**src/ipb_pkg.sv**
```systemverilog
// constants for the i2c packet buffer with crc check
// assumes a single clock domain; the i2c pins are synchronised in the top module
`default_nettype none

package ipb_pkg;

  // ************************************************************
  // configuration register map
  // ************************************************************
  localparam int          NUM_REGS  = 17;
  localparam int          ADDR_W    = 20;
  localparam logic [19:0] ADDR_STEP = 20'h00002;

  localparam logic [19:0] REG_OFFSET [NUM_REGS] = '{
    20'h00080, 20'h00082, 20'h00084, 20'h00086, 20'h00088, 20'h0008a,
    20'h0008c, 20'h0008e, 20'h00090, 20'h00096, 20'h00098, 20'h0009a,
    20'h0009c, 20'h0009e, 20'h000a0, 20'h000a2, 20'h000a4};

  // last six have an undefined reset; they start at zero here
  localparam logic [31:0] REG_RESET [NUM_REGS] = '{
    32'h00000000, 32'h00000000, 32'h00000000, 32'h00000000, 32'h00000000,
    32'h000000a0, 32'h00000000, 32'h00000000, 32'h00000000, 32'h00000000,
    32'h00000000, 32'h00000000, 32'h00000000, 32'h00000000, 32'h00000000,
    32'h00000000, 32'h00000000};

  // ************************************************************
  // control word layout
  // ************************************************************
  localparam int CW_DIR_BIT    = 23;
  localparam int CW_CRC_EN_BIT = 22;
  localparam int CW_LEN_HI     = 21;
  localparam int CW_LEN_LO     = 20;
  localparam int CW_ADDR_HI    = 19;

  localparam logic [1:0] LEN_CODE_16 = 2'h0;
  localparam logic [1:0] LEN_CODE_32 = 2'h1;

  // ************************************************************
  // packet framing and crc
  // ************************************************************
  localparam logic [3:0] HDR_BYTES   = 4'h4;
  localparam logic [3:0] CW_FIRST    = 4'h1;
  localparam logic [3:0] DATA_FIRST  = 4'h4;
  localparam logic [3:0] DATA_LAST   = 4'hb;
  localparam logic [3:0] BYTES_16    = 4'h2;
  localparam logic [3:0] BYTES_32    = 4'h4;
  localparam logic [3:0] BYTES_64    = 4'h8;
  localparam logic [3:0] IDX_SAT     = 4'hf;
  localparam logic [7:0] CRC_POLY    = 8'h07;
  localparam logic [7:0] CRC_INIT    = 8'h00;
  localparam logic [7:0] CRC_RESIDUE = 8'h00;

endpackage

`default_nettype wire

```
**src/ipb_packet_buffer.sv**
```systemverilog
// i2c target with ping-pong receive and transmit packet buffers, crc check
// and the configuration register bank behind them.
// assumes scl/sda arrive asynchronously; sda is open drain, resolved outside.
`default_nettype none

module ipb_packet_buffer #(
  parameter logic [6:0] TARGET_ADDR = 7'h60
) (
  input  wire logic                       mclk_i,
  input  wire logic                       rst_n_i,
  input  wire logic                       scl_i,
  input  wire logic                       sda_i,
  output logic                            sda_o,
  output logic                            sda_oe_o,
  output logic [1:0]                      rx_pending_o,
  output logic [1:0]                      tx_pending_o,
  output logic                            crc_error_o,
  output logic [ipb_pkg::NUM_REGS*32-1:0] cfg_flat_o
);

  if (TARGET_ADDR == 7'h00) begin : g_chk
    $error("target address zero collides with the general call");
  end

  typedef enum logic [2:0] {
    BS_IDLE, BS_ADDR, BS_ACK_WAIT, BS_ACK, BS_RX, BS_TX, BS_TXACK, BS_SKIP
  } ipb_bus_state_t;

  typedef enum logic {PS_IDLE, PS_CRC} ipb_parse_state_t;

  function automatic logic [3:0] len_bytes(input logic [1:0] code);
    case (code)
      ipb_pkg::LEN_CODE_16: len_bytes = ipb_pkg::BYTES_16;
      ipb_pkg::LEN_CODE_32: len_bytes = ipb_pkg::BYTES_32;
      default:              len_bytes = ipb_pkg::BYTES_64;
    endcase
  endfunction

  function automatic logic [7:0] byte_of(input logic [63:0] d, input logic [3:0] idx);
    byte_of = d[{idx[2:0], 3'b000} +: 8];
  endfunction

  function automatic logic [5:0] reg_find(input logic [19:0] a);
    reg_find = 6'h00;
    for (int i = 0; i < ipb_pkg::NUM_REGS; i++) begin
      if (a == ipb_pkg::REG_OFFSET[i]) begin
        reg_find = {1'b1, 5'(i)};
      end
    end
  endfunction

  // ************************************************************
  // pin synchronisers and bus conditions
  // ************************************************************
  logic scl_meta_reg, scl_s_reg, scl_d_reg;
  logic sda_meta_reg, sda_s_reg, sda_d_reg;

  always_ff @(posedge mclk_i) begin
    if (!rst_n_i) begin
      scl_meta_reg <= 1'b1;
      scl_s_reg    <= 1'b1;
      scl_d_reg    <= 1'b1;
      sda_meta_reg <= 1'b1;
      sda_s_reg    <= 1'b1;
      sda_d_reg    <= 1'b1;
    end else begin
      scl_meta_reg <= scl_i;
      scl_s_reg    <= scl_meta_reg;
      scl_d_reg    <= scl_s_reg;
      sda_meta_reg <= sda_i;
      sda_s_reg    <= sda_meta_reg;
      sda_d_reg    <= sda_s_reg;
    end
  end

  logic scl_rise, scl_fall, start_cond, stop_cond;
  assign scl_rise   = scl_s_reg & ~scl_d_reg;
  assign scl_fall   = ~scl_s_reg & scl_d_reg;
  assign start_cond = scl_s_reg & scl_d_reg & sda_d_reg & ~sda_s_reg;
  assign stop_cond  = scl_s_reg & scl_d_reg & ~sda_d_reg & sda_s_reg;

  // ************************************************************
  // buffer state
  // ************************************************************
  ipb_bus_state_t   bus_state;
  ipb_parse_state_t ps_state;
  logic [2:0]  bit_cnt, tbit;
  logic [7:0]  shreg, rx_crc_reg, pcrc_reg;
  logic        sda_oe_reg, ack_reg, read_reg, pkt_open;
  logic [3:0]  pkt_idx, tx_idx, pk_reg;
  logic        rx_wr_ptr, rx_rd_ptr, tx_wr_ptr, tx_rd_ptr;
  logic [1:0]  rx_valid, tx_valid;
  logic [23:0] rxb_cw   [2];
  logic [63:0] rxb_data [2];
  logic [7:0]  rxb_crc  [2];
  logic [7:0]  rxb_crc4 [2];
  logic [3:0]  rxb_nbytes [2];
  logic [63:0] txb_data [2];
  logic [3:0]  txb_nbytes [2];
  logic [7:0]  txb_crc  [2];
  logic [1:0]  txb_crc_en;
  logic [31:0] cfg_reg  [ipb_pkg::NUM_REGS];

  logic [7:0] rx_byte, tx_byte, rx_crc_in, rx_crc_next, p_byte, pcrc_next;
  logic       byte_end, addr_end, data_end, tx_done, rx_commit, rx_release, tx_fill;
  logic       addr_match, tx_last;

  assign rx_byte    = {shreg[6:0], sda_s_reg};
  assign byte_end   = scl_rise && bit_cnt == 3'h7;
  assign addr_end   = byte_end && bus_state == BS_ADDR;
  assign data_end   = byte_end && bus_state == BS_RX && pkt_open;
  assign addr_match = rx_byte[7:1] == TARGET_ADDR;
  assign rx_crc_in  = (bus_state == BS_ADDR) ? ipb_pkg::CRC_INIT : rx_crc_reg;
  assign rx_commit  = (start_cond | stop_cond) && pkt_open && pkt_idx >= ipb_pkg::HDR_BYTES;
  assign tx_last    = tx_idx == txb_nbytes[tx_rd_ptr] - 4'h1;
  assign tx_done    = scl_rise && bus_state == BS_TXACK && tx_last;
  // a data byte index past the payload sends the crc byte
  assign tx_byte    = (tx_idx < txb_nbytes[tx_rd_ptr] - {3'h0, txb_crc_en[tx_rd_ptr]})
                    ? byte_of(txb_data[tx_rd_ptr], tx_idx) : txb_crc[tx_rd_ptr];

  ipb_crc8 u_rx_crc (
    .crc_i  (rx_crc_in),
    .data_i (rx_byte),
    .crc_o  (rx_crc_next)
  );

  // ************************************************************
  // i2c target engine; capture runs regardless of the parser
  // ************************************************************
  always_ff @(posedge mclk_i) begin
    if (!rst_n_i) begin
      bus_state  <= BS_IDLE;
      bit_cnt    <= 3'h0;
      tbit       <= 3'h0;
      shreg      <= 8'h00;
      sda_oe_reg <= 1'b0;
      ack_reg    <= 1'b0;
      read_reg   <= 1'b0;
      pkt_open   <= 1'b0;
      pkt_idx    <= 4'h0;
      tx_idx     <= 4'h0;
      rx_crc_reg <= ipb_pkg::CRC_INIT;
      rx_wr_ptr  <= 1'b0;
    end else if (start_cond || stop_cond) begin
      sda_oe_reg <= 1'b0;
      bit_cnt    <= 3'h0;
      bus_state  <= start_cond ? BS_ADDR : BS_IDLE;
      pkt_open   <= 1'b0;
      if (rx_commit) begin
        rx_wr_ptr <= ~rx_wr_ptr;
      end
    end else begin
      case (bus_state)
        BS_ADDR, BS_RX: begin
          if (scl_rise) begin
            shreg   <= rx_byte;
            bit_cnt <= bit_cnt + 3'h1;
          end
          if (addr_end) begin
            read_reg  <= rx_byte[0];
            tx_idx    <= 4'h0;
            bus_state <= BS_ACK_WAIT;
            if (rx_byte[0]) begin
              ack_reg <= addr_match && tx_valid[tx_rd_ptr];
            end else begin
              ack_reg <= addr_match && !rx_valid[rx_wr_ptr];
              if (addr_match && !rx_valid[rx_wr_ptr]) begin
                pkt_open   <= 1'b1;
                pkt_idx    <= ipb_pkg::CW_FIRST;
                rx_crc_reg <= rx_crc_next;
              end
            end
          end else if (byte_end && bus_state == BS_RX) begin
            ack_reg    <= 1'b1;
            bus_state  <= BS_ACK_WAIT;
            rx_crc_reg <= rx_crc_next;
            if (pkt_idx != ipb_pkg::IDX_SAT) begin
              pkt_idx <= pkt_idx + 4'h1;
            end
          end
        end
        BS_ACK_WAIT: begin
          if (scl_fall) begin
            sda_oe_reg <= ack_reg;
            bus_state  <= ack_reg ? BS_ACK : BS_SKIP;
          end
        end
        BS_ACK: begin
          if (scl_fall) begin
            bit_cnt <= 3'h0;
            tbit    <= 3'h0;
            if (read_reg) begin
              sda_oe_reg <= ~tx_byte[7];
              bus_state  <= BS_TX;
            end else begin
              sda_oe_reg <= 1'b0;
              bus_state  <= BS_RX;
            end
          end
        end
        BS_TX: begin
          if (scl_fall) begin
            if (tbit == 3'h7) begin
              sda_oe_reg <= 1'b0;
              bus_state  <= BS_TXACK;
            end else begin
              tbit       <= tbit + 3'h1;
              sda_oe_reg <= ~tx_byte[3'h6 - tbit];
            end
          end
        end
        BS_TXACK: begin
          if (scl_rise) begin
            if (tx_last || sda_s_reg) begin
              bus_state <= BS_SKIP;
            end else begin
              tx_idx    <= tx_idx + 4'h1;
              bus_state <= BS_ACK;
            end
          end
        end
        default: begin
        end
      endcase
    end
  end

  // ************************************************************
  // receive buffer contents
  // ************************************************************
  always_ff @(posedge mclk_i) begin
    if (!rst_n_i) begin
      for (int b = 0; b < 2; b++) begin
        rxb_cw[b]     <= 24'h000000;
        rxb_data[b]   <= 64'h0;
        rxb_crc[b]    <= ipb_pkg::CRC_INIT;
        rxb_crc4[b]   <= ipb_pkg::CRC_INIT;
        rxb_nbytes[b] <= 4'h0;
      end
    end else if (addr_end && addr_match && !rx_byte[0] && !rx_valid[rx_wr_ptr]) begin
      rxb_cw[rx_wr_ptr]     <= 24'h000000;
      rxb_data[rx_wr_ptr]   <= 64'h0;
      rxb_nbytes[rx_wr_ptr] <= ipb_pkg::CW_FIRST;
    end else if (data_end) begin
      rxb_crc[rx_wr_ptr] <= rx_crc_next;
      if (pkt_idx != ipb_pkg::IDX_SAT) begin
        rxb_nbytes[rx_wr_ptr] <= pkt_idx + 4'h1;
      end
      if (pkt_idx < ipb_pkg::DATA_FIRST) begin
        rxb_cw[rx_wr_ptr] <= {rxb_cw[rx_wr_ptr][15:0], rx_byte};
      end else if (pkt_idx <= ipb_pkg::DATA_LAST) begin
        rxb_data[rx_wr_ptr][{3'(pkt_idx - ipb_pkg::DATA_FIRST), 3'b000} +: 8] <= rx_byte;
      end
      if (pkt_idx == ipb_pkg::HDR_BYTES - 4'h1) begin
        rxb_crc4[rx_wr_ptr] <= rx_crc_next;
      end
    end
  end

  always_ff @(posedge mclk_i) begin
    if (!rst_n_i) begin
      rx_valid <= 2'b00;
    end else begin
      for (int b = 0; b < 2; b++) begin
        if (rx_release && rx_rd_ptr == 1'(b)) begin
          rx_valid[b] <= 1'b0;
        end
        if (rx_commit && rx_wr_ptr == 1'(b)) begin
          rx_valid[b] <= 1'b1;
        end
      end
    end
  end

  // ************************************************************
  // parser: writes registers, prepares read results
  // ************************************************************
  logic [23:0] cw;
  logic [3:0]  lb, expect_n;
  logic        crc_en, wr_ok;
  logic [5:0]  f0, f1;
  logic [31:0] rd0, rd1;
  logic [19:0] addr0, addr1;

  assign cw       = rxb_cw[rx_rd_ptr];
  assign crc_en   = cw[ipb_pkg::CW_CRC_EN_BIT];
  assign lb       = len_bytes(cw[ipb_pkg::CW_LEN_HI:ipb_pkg::CW_LEN_LO]);
  assign expect_n = ipb_pkg::HDR_BYTES + lb + {3'h0, crc_en};
  assign addr0    = cw[ipb_pkg::CW_ADDR_HI:0];
  assign addr1    = addr0 + ipb_pkg::ADDR_STEP;
  assign f0       = reg_find(addr0);
  assign f1       = reg_find(addr1);
  assign rd0      = f0[5] ? cfg_reg[f0[4:0]] : 32'h0;
  assign rd1      = (f1[5] && lb == ipb_pkg::BYTES_64) ? cfg_reg[f1[4:0]] : 32'h0;
  assign wr_ok    = rxb_nbytes[rx_rd_ptr] == expect_n &&
                    (!crc_en || rxb_crc[rx_rd_ptr] == ipb_pkg::CRC_RESIDUE);

  logic do_write, wait_tx;
  assign wait_tx    = tx_valid[tx_wr_ptr];
  assign do_write   = ps_state == PS_IDLE && rx_valid[rx_rd_ptr] && !cw[ipb_pkg::CW_DIR_BIT];
  assign tx_fill    = ps_state == PS_CRC && pk_reg == txb_nbytes[tx_wr_ptr] - {3'h0, crc_en};
  assign rx_release = do_write || tx_fill;
  assign p_byte     = (pk_reg == 4'h0) ? {TARGET_ADDR, 1'b1}
                                       : byte_of(txb_data[tx_wr_ptr], pk_reg - 4'h1);

  ipb_crc8 u_tx_crc (
    .crc_i  (pcrc_reg),
    .data_i (p_byte),
    .crc_o  (pcrc_next)
  );

  always_ff @(posedge mclk_i) begin
    if (!rst_n_i) begin
      ps_state    <= PS_IDLE;
      pk_reg      <= 4'h0;
      pcrc_reg    <= ipb_pkg::CRC_INIT;
      rx_rd_ptr   <= 1'b0;
      tx_wr_ptr   <= 1'b0;
      crc_error_o <= 1'b0;
      txb_crc_en  <= 2'b00;
      for (int b = 0; b < 2; b++) begin
        txb_data[b]   <= 64'h0;
        txb_nbytes[b] <= 4'h0;
        txb_crc[b]    <= ipb_pkg::CRC_INIT;
      end
    end else begin
      crc_error_o <= do_write && crc_en && rxb_crc[rx_rd_ptr] != ipb_pkg::CRC_RESIDUE;
      if (rx_release) begin
        rx_rd_ptr <= ~rx_rd_ptr;
      end
      case (ps_state)
        PS_IDLE: begin
          if (rx_valid[rx_rd_ptr] && cw[ipb_pkg::CW_DIR_BIT] && !wait_tx) begin
            txb_data[tx_wr_ptr]   <= {rd1, lb == ipb_pkg::BYTES_16 ? {16'h0, rd0[15:0]} : rd0};
            txb_nbytes[tx_wr_ptr] <= lb + {3'h0, crc_en};
            txb_crc_en[tx_wr_ptr] <= crc_en;
            pcrc_reg              <= rxb_crc4[rx_rd_ptr];
            pk_reg                <= 4'h0;
            ps_state              <= PS_CRC;
          end
        end
        PS_CRC: begin
          pcrc_reg <= pcrc_next;
          pk_reg   <= pk_reg + 4'h1;
          if (tx_fill) begin
            txb_crc[tx_wr_ptr] <= pcrc_next;
            tx_wr_ptr          <= ~tx_wr_ptr;
            ps_state           <= PS_IDLE;
          end
        end
        default: ps_state <= PS_IDLE;
      endcase
    end
  end

  always_ff @(posedge mclk_i) begin
    if (!rst_n_i) begin
      tx_valid  <= 2'b00;
      tx_rd_ptr <= 1'b0;
    end else begin
      if (tx_done) begin
        tx_valid[tx_rd_ptr] <= 1'b0;
        tx_rd_ptr           <= ~tx_rd_ptr;
      end
      if (tx_fill) begin
        tx_valid[tx_wr_ptr] <= 1'b1;
      end
    end
  end

  // ************************************************************
  // configuration registers; unmapped offsets take no write
  // ************************************************************
  logic [31:0] wr0;
  assign wr0 = (lb == ipb_pkg::BYTES_16)
             ? {rd0[31:16], rxb_data[rx_rd_ptr][15:0]} : rxb_data[rx_rd_ptr][31:0];

  for (genvar r = 0; r < ipb_pkg::NUM_REGS; r++) begin : g_cfg
    always_ff @(posedge mclk_i) begin
      if (!rst_n_i) begin
        cfg_reg[r] <= ipb_pkg::REG_RESET[r];
      end else if (do_write && wr_ok) begin
        if (f0[5] && f0[4:0] == 5'(r)) begin
          cfg_reg[r] <= wr0;
        end
        if (f1[5] && f1[4:0] == 5'(r) && lb == ipb_pkg::BYTES_64) begin
          cfg_reg[r] <= rxb_data[rx_rd_ptr][63:32];
        end
      end
    end
    assign cfg_flat_o[r*32 +: 32] = cfg_reg[r];
  end

  assign sda_o        = 1'b0;
  assign sda_oe_o     = sda_oe_reg;
  assign rx_pending_o = rx_valid;
  assign tx_pending_o = tx_valid;

endmodule

`default_nettype wire

```
**src/ipb_crc8.sv**
```systemverilog
// one-byte step of the packet crc, msb first, no reflection
// assumes the caller holds the running value in its own register
`default_nettype none

module ipb_crc8 (
  input  wire logic [7:0] crc_i,
  input  wire logic [7:0] data_i,
  output logic      [7:0] crc_o
);

  always_comb begin
    logic [7:0] c;
    c = crc_i;
    for (int i = 7; i >= 0; i--) begin
      if (c[7] ^ data_i[i]) begin
        c = {c[6:0], 1'b0} ^ ipb_pkg::CRC_POLY;
      end else begin
        c = {c[6:0], 1'b0};
      end
    end
    crc_o = c;
  end

endmodule

`default_nettype wire

```
**config.mk**
```make
export PLATFORM = sky130hd
export DESIGN_NAME = ipb_packet_buffer
export DESIGN_NICKNAME = d
export VERILOG_FILES = /design/src/ipb_pkg.sv /design/src/ipb_packet_buffer.sv /design/src/ipb_crc8.sv
export SDC_FILE = /design/constraint.sdc
export NUM_CORES = 2
export LEC_CHECK = 0
export BUFFER_PORTS_ARGS = -buffer_cell sky130_fd_sc_hd__buf_2
export CAP_MARGIN = 10
export CORE_MARGIN = 10
export CORE_UTILIZATION = 30
export CTS_BUF_LIST = sky130_fd_sc_hd__clkbuf_8
export DETAILED_ROUTE_END_ITERATION = 8
export GPL_TIMING_DRIVEN = 0
export PLACE_DENSITY = 0.58
export SLEW_MARGIN = 20
export SYNTH_ARGS = -nofsm -noshare
export SYNTH_HDL_FRONTEND = slang
export SYNTH_SLANG_ARGS = --single-unit
```
**constraint.sdc**
```tcl
create_clock -name mclk_i -period 8.2 [get_ports mclk_i]
set_input_delay 0.41 -clock mclk_i [delete_from_list [all_inputs] [get_ports mclk_i]]
set_output_delay 0.41 -clock mclk_i [all_outputs]
set_load 0.01 [all_outputs]
```
==> impl_results.html <==
<table>
<tr><th>Metric</th><th>Value</th></tr>
<tr><th colspan="2">Floorplan</th></tr>
<tr><td>Area enclosed by the die boundary</td><td>199000 um^2</td></tr>
<tr><td>Core region area</td><td>181000 um^2</td></tr>
<tr><td>Die extent in y</td><td>446 um</td></tr>
<tr><td>IO Count</td><td>555</td></tr>
<tr><td>Site row count</td><td>156</td></tr>
<tr><td>Initial Utilization</td><td>30.1%</td></tr>
<tr><td>Horizontal die dimension</td><td>446 um</td></tr>
<tr><th colspan="2">Worst setup path</th></tr>
<tr><td>Crit path max fanout</td><td>10</td></tr>
<tr><td>Required time at the worst-slack endpoint</td><td>8.99 ns</td></tr>
<tr><td>Crit path DAT</td><td>9.02 ns</td></tr>
<tr><td>Worst-case register-to-register setup slack</td><td>-0.02 ns</td></tr>
<tr><td>CP startpoint kind</td><td>flip-flop</td></tr>
<tr><td>Crit path capture type</td><td>flip-flop</td></tr>
<tr><td>Worst setup path category</td><td>reg -&gt; reg</td></tr>
<tr><th colspan="2">Route</th></tr>
<tr><td>DRT Wirelength</td><td>419000 um</td></tr>
<tr><td>Total number of vias</td><td>58683</td></tr>
<tr><td>Starting DRC count in detailed routing</td><td>11591</td></tr>
<tr><td>Count of TritonRoute iterations in the first routing pass</td><td>9</td></tr>
<tr><td>Average wire length per cell after detail routing</td><td>49.2 um</td></tr>
<tr><td>Via-per-instance ratio</td><td>6.88</td></tr>
<tr><td>Count of unresolved DRC violations after routing</td><td>0</td></tr>
<tr><td>Antenna viol nets, final</td><td>0</td></tr>
<tr><th colspan="2">STA</th></tr>
<tr><td>Final hold vios</td><td>0</td></tr>
<tr><td>Worst path setup slack after routing</td><td>-0.0245 ns</td></tr>
<tr><td>Worst Hold Slack</td><td>0.126 ns</td></tr>
<tr><td>Count of pins over their slew limit</td><td>0</td></tr>
<tr><td>Number of failing setup endpoints in the final timing report</td><td>4</td></tr>
<tr><td>Final worst path period share</td><td>100%</td></tr>
<tr><td>Maximum clock rate</td><td>122 MHz</td></tr>
<tr><td>Setup repair after global routing missed its margin</td><td>no</td></tr>
<tr><td>Transition time at the pin with the least slew margin</td><td>1.39 ns</td></tr>
<tr><td>Min Tclk post-route</td><td>8.22 ns</td></tr>
<tr><td>Relative max-transition margin</td><td>7.04%</td></tr>
<tr><td>Setup Skew</td><td>0.0800 ns</td></tr>
<tr><th colspan="2">Final layout</th></tr>
<tr><td>Most common cell after layout, fill and taps aside</td><td>sky130_fd_sc_hd__edfxtp_1</td></tr>
<tr><td>Commonest cells after routing, fill and taps aside</td><td>912 x sky130_fd_sc_hd__edfxtp_1, 656 x sky130_fd_sc_hd__buf_2, 495 x sky130_fd_sc_hd__nand2_1</td></tr>
<tr><td>Multi-input gate area in the final layout</td><td>24000 um^2</td></tr>
<tr><td>Number of flip-flops under the largest register name</td><td>544</td></tr>
<tr><td>Post-Layout Cell Count</td><td>8525</td></tr>
<tr><td>Signed area change from the synthesized netlist to the final layout</td><td>22.0%</td></tr>
<tr><td>Ratio of cells with drive above 1 in the final layout</td><td>23.8%</td></tr>
<tr><td>Post-layout net count</td><td>5987</td></tr>
<tr><td>Area of all sequential standard cells</td><td>28800 um^2</td></tr>
<tr><td>Filler cell count</td><td>18228</td></tr>
<tr><th colspan="2">Logic synthesis</th></tr>
<tr><td>Synthesized net count</td><td>5075</td></tr>
<tr><td>Flops &amp; latches, synth</td><td>982</td></tr>
<tr><td>Post-Synthesis Cells</td><td>5047</td></tr>
<tr><td>Cell variety after synth</td><td>96</td></tr>
<tr><td>Dominant cells by area after synthesis</td><td>sky130_fd_sc_hd__edfxtp_1 50%, sky130_fd_sc_hd__o22ai_1 5.4%, sky130_fd_sc_hd__mux4_2 3.6%</td></tr>
<tr><td>Post-synth ARST share</td><td>0%</td></tr>
<tr><td>Fraction of synthesized cell area taken by the top area cell type</td><td>50.3%</td></tr>
<tr><td>Synth Cell Area</td><td>54500 um^2</td></tr>
<tr><td>Top cell type by total area after synthesis</td><td>sky130_fd_sc_hd__edfxtp_1</td></tr>
<tr><td>Portion of the post-synthesis area used by sequential elements</td><td>52.9%</td></tr>
<tr><td>Post-synth EDFFs</td><td>912</td></tr>
<tr><td>Most used flip-flop cell after synthesis</td><td>sky130_fd_sc_hd__edfxtp_1</td></tr>
<tr><td>Number of warning messages in the yosys log</td><td>0</td></tr>
<tr><td>Average instance area after synthesis</td><td>10.8 um^2</td></tr>
<tr><th colspan="2">Place</th></tr>
<tr><td>PortBufs</td><td>553</td></tr>
<tr><td>Placer congestion estimate</td><td>1.08</td></tr>
<tr><td>Post-placement worst setup slack</td><td>0.331 ns</td></tr>
<tr><td>Total half-perimeter wirelength after legalization and detailed placement</td><td>326000 um</td></tr>
<tr><td>Total instance count after detailed placement</td><td>8139</td></tr>
<tr><th colspan="2">Clock network</th></tr>
<tr><td>CTS Buf Count</td><td>182</td></tr>
<tr><td>CTS clock-pin slew for the worst setup and hold paths</td><td>0.06 ns</td></tr>
<tr><td>TritonCTS clock tree</td><td>done</td></tr>
<tr><td>Number of setup buffers added after CTS</td><td>0</td></tr>
<tr><td>Clock network latency to the later pin of the worst-skew pair</td><td>1.04 ns</td></tr>
<tr><td>Clk Tree Root Cell</td><td>sky130_fd_sc_hd__clkbuf_8</td></tr>
<tr><td># clock sinks</td><td>982</td></tr>
<tr><td>H-tree level count</td><td>4</td></tr>
<tr><td>Maximum buffer depth of the clock tree</td><td>3</td></tr>
<tr><th colspan="2">Global routing</th></tr>
<tr><td>Via count of the first global-routing pass</td><td>53313</td></tr>
<tr><td>Pin count of the biggest net entering global routing</td><td>43</td></tr>
<tr><td>Total track usage</td><td>40.2%</td></tr>
<tr><td>Leftover overflow at the end of global routing</td><td>0</td></tr>
<tr><td>Wire length of the first global-routing pass</td><td>533000 um</td></tr>
<tr><td>Antenna violations before repair</td><td>47</td></tr>
<tr><th colspan="2">Min path</th></tr>
<tr><td>Class of the most critical hold timing path</td><td>in -&gt; reg</td></tr>
<tr><th colspan="2">Pwr</th></tr>
<tr><td>Total leakage power</td><td>23.5 nW</td></tr>
<tr><td>Maximum VDD drop</td><td>0.000183 V</td></tr>
<tr><td>Cell Pwr Density</td><td>181 nW/um^2</td></tr>
<tr><th colspan="2">Status</th></tr>
<tr><td>Violated checks</td><td>negative setup slack</td></tr>
<tr><td>Status</td><td>finished, violations left</td></tr>
<tr><th colspan="2">Run</th></tr>
<tr><td>Max-cap viol count</td><td>0</td></tr>
</table>
==> critical path: stages, from the launching register on <==
cell                       delay (ns)
sky130_fd_sc_hd__dfxtp_1         0.49
sky130_fd_sc_hd__buf_4           0.22
sky130_fd_sc_hd__buf_6           0.15
sky130_fd_sc_hd__mux2i_2         0.69
sky130_fd_sc_hd__inv_1           0.16
sky130_fd_sc_hd__clkbuf_1        0.27
sky130_fd_sc_hd__ha_1            0.40
sky130_fd_sc_hd__clkbuf_1        0.34
sky130_fd_sc_hd__inv_1           0.17
sky130_fd_sc_hd__a22oi_1         0.52
sky130_fd_sc_hd__o21ai_4         0.37
sky130_fd_sc_hd__nor3_2          0.85
sky130_fd_sc_hd__clkbuf_1        0.66
sky130_fd_sc_hd__clkbuf_1        0.86
sky130_fd_sc_hd__o211ai_1        0.29
sky130_fd_sc_hd__a32oi_1         0.55
sky130_fd_sc_hd__o221ai_1        0.48
sky130_fd_sc_hd__o31ai_1         0.46
==> through the flow <==
stage          area (um^2)  TNS (ns)  utilization, %  power [mW]
6_report             66400   -0.0590            36.8        12.0
5_1_grt              66300         0            36.7        12.2
4_1_cts              66200         0            36.6        11.9
3_5_place_dp         62600         0            34.6        7.02
3_3_place_gp         60200  -3395.89            33.3        6.97
2_1_floorplan        54500         0               -        6.27
==> power by group <==
part | switching (mW) | internal, mW
Sequential | 0.267 | 5.62
Combinational | 0.814 | 0.305
Clock | 2.50 | 2.50
Total | 3.59 | 8.43
==> per-layer routing <==
| metal | wire length (um) | track usage (%) |
|---|---|---|
| met3 | 56700 | 15.8 |
| met1 | 144000 | 46.7 |
| met5 | 161 | 0.361 |
| met2 | 171000 | 56.9 |
| met4 | 47200 | 35.9 |
==> worst paths after layout <==
kind | from | end | cells past startpoint
hold / removal | sda_i | sda_meta_reg | 3
hold reg to reg | sda_meta_reg | sda_s_reg | 1
setup reg to reg | flip-flop | txb_data[1][54] | 17
setup / recovery | flip-flop | txb_data[1][54] | 17
==> cells by family after synthesis <==
group	Yosys count	synth area share [%]
buffers and inverters	586	4.37
other	1	0.00689
adders and majority gates	25	0.570
xor gates and xnor gates	80	1.31
AOI/OAI and AO/OA	1538	20.0
DFF	982	52.9
muxes	305	7.83
and+or+nand+nor	1530	13.0
==> repair_timing <==
item	4_1_cts	5_1_grt
endpoints found under the setup margin	0	21
endpoints found under the hold margin	7	0
hold buffers	3	0
gates resized for setup	0	1
==> cell usage after synthesis (all sizes together), types with 47 or more instances <==
| cell | number |
|---|---|
| a211oi | 68 |
| a21oi | 116 |
| a31oi | 60 |
| and2 | 50 |
| and3 | 100 |
| buf | 144 |
| clkbuf | 395 |
| dfxtp | 70 |
| edfxtp | 912 |
| inv | 47 |
| mux2 | 81 |
| mux2i | 136 |
| mux4 | 88 |
| nand2 | 498 |
| nand3 | 283 |
| nor2 | 386 |
| nor2b | 53 |
| o211ai | 47 |
| o21ai | 195 |
| o22ai | 471 |
| o31ai | 92 |
| o32ai | 170 |
| xnor2 | 49 |
==> layout make-up <==
cell class / instances / area share (%)
diodes: 48 / 0.181
plain buffers: 539 / 3.43
clock buffers: 187 / 3.87
clock inverters: 145 / 1.54
inverters: 47 / 0.266
multi-input cells: 3479 / 36.1
flip-flops and latches: 982 / 43.3
well taps: 2370 / 4.46
repair buffers: 728 / 6.80
Power figures use the tool's default switching activity.
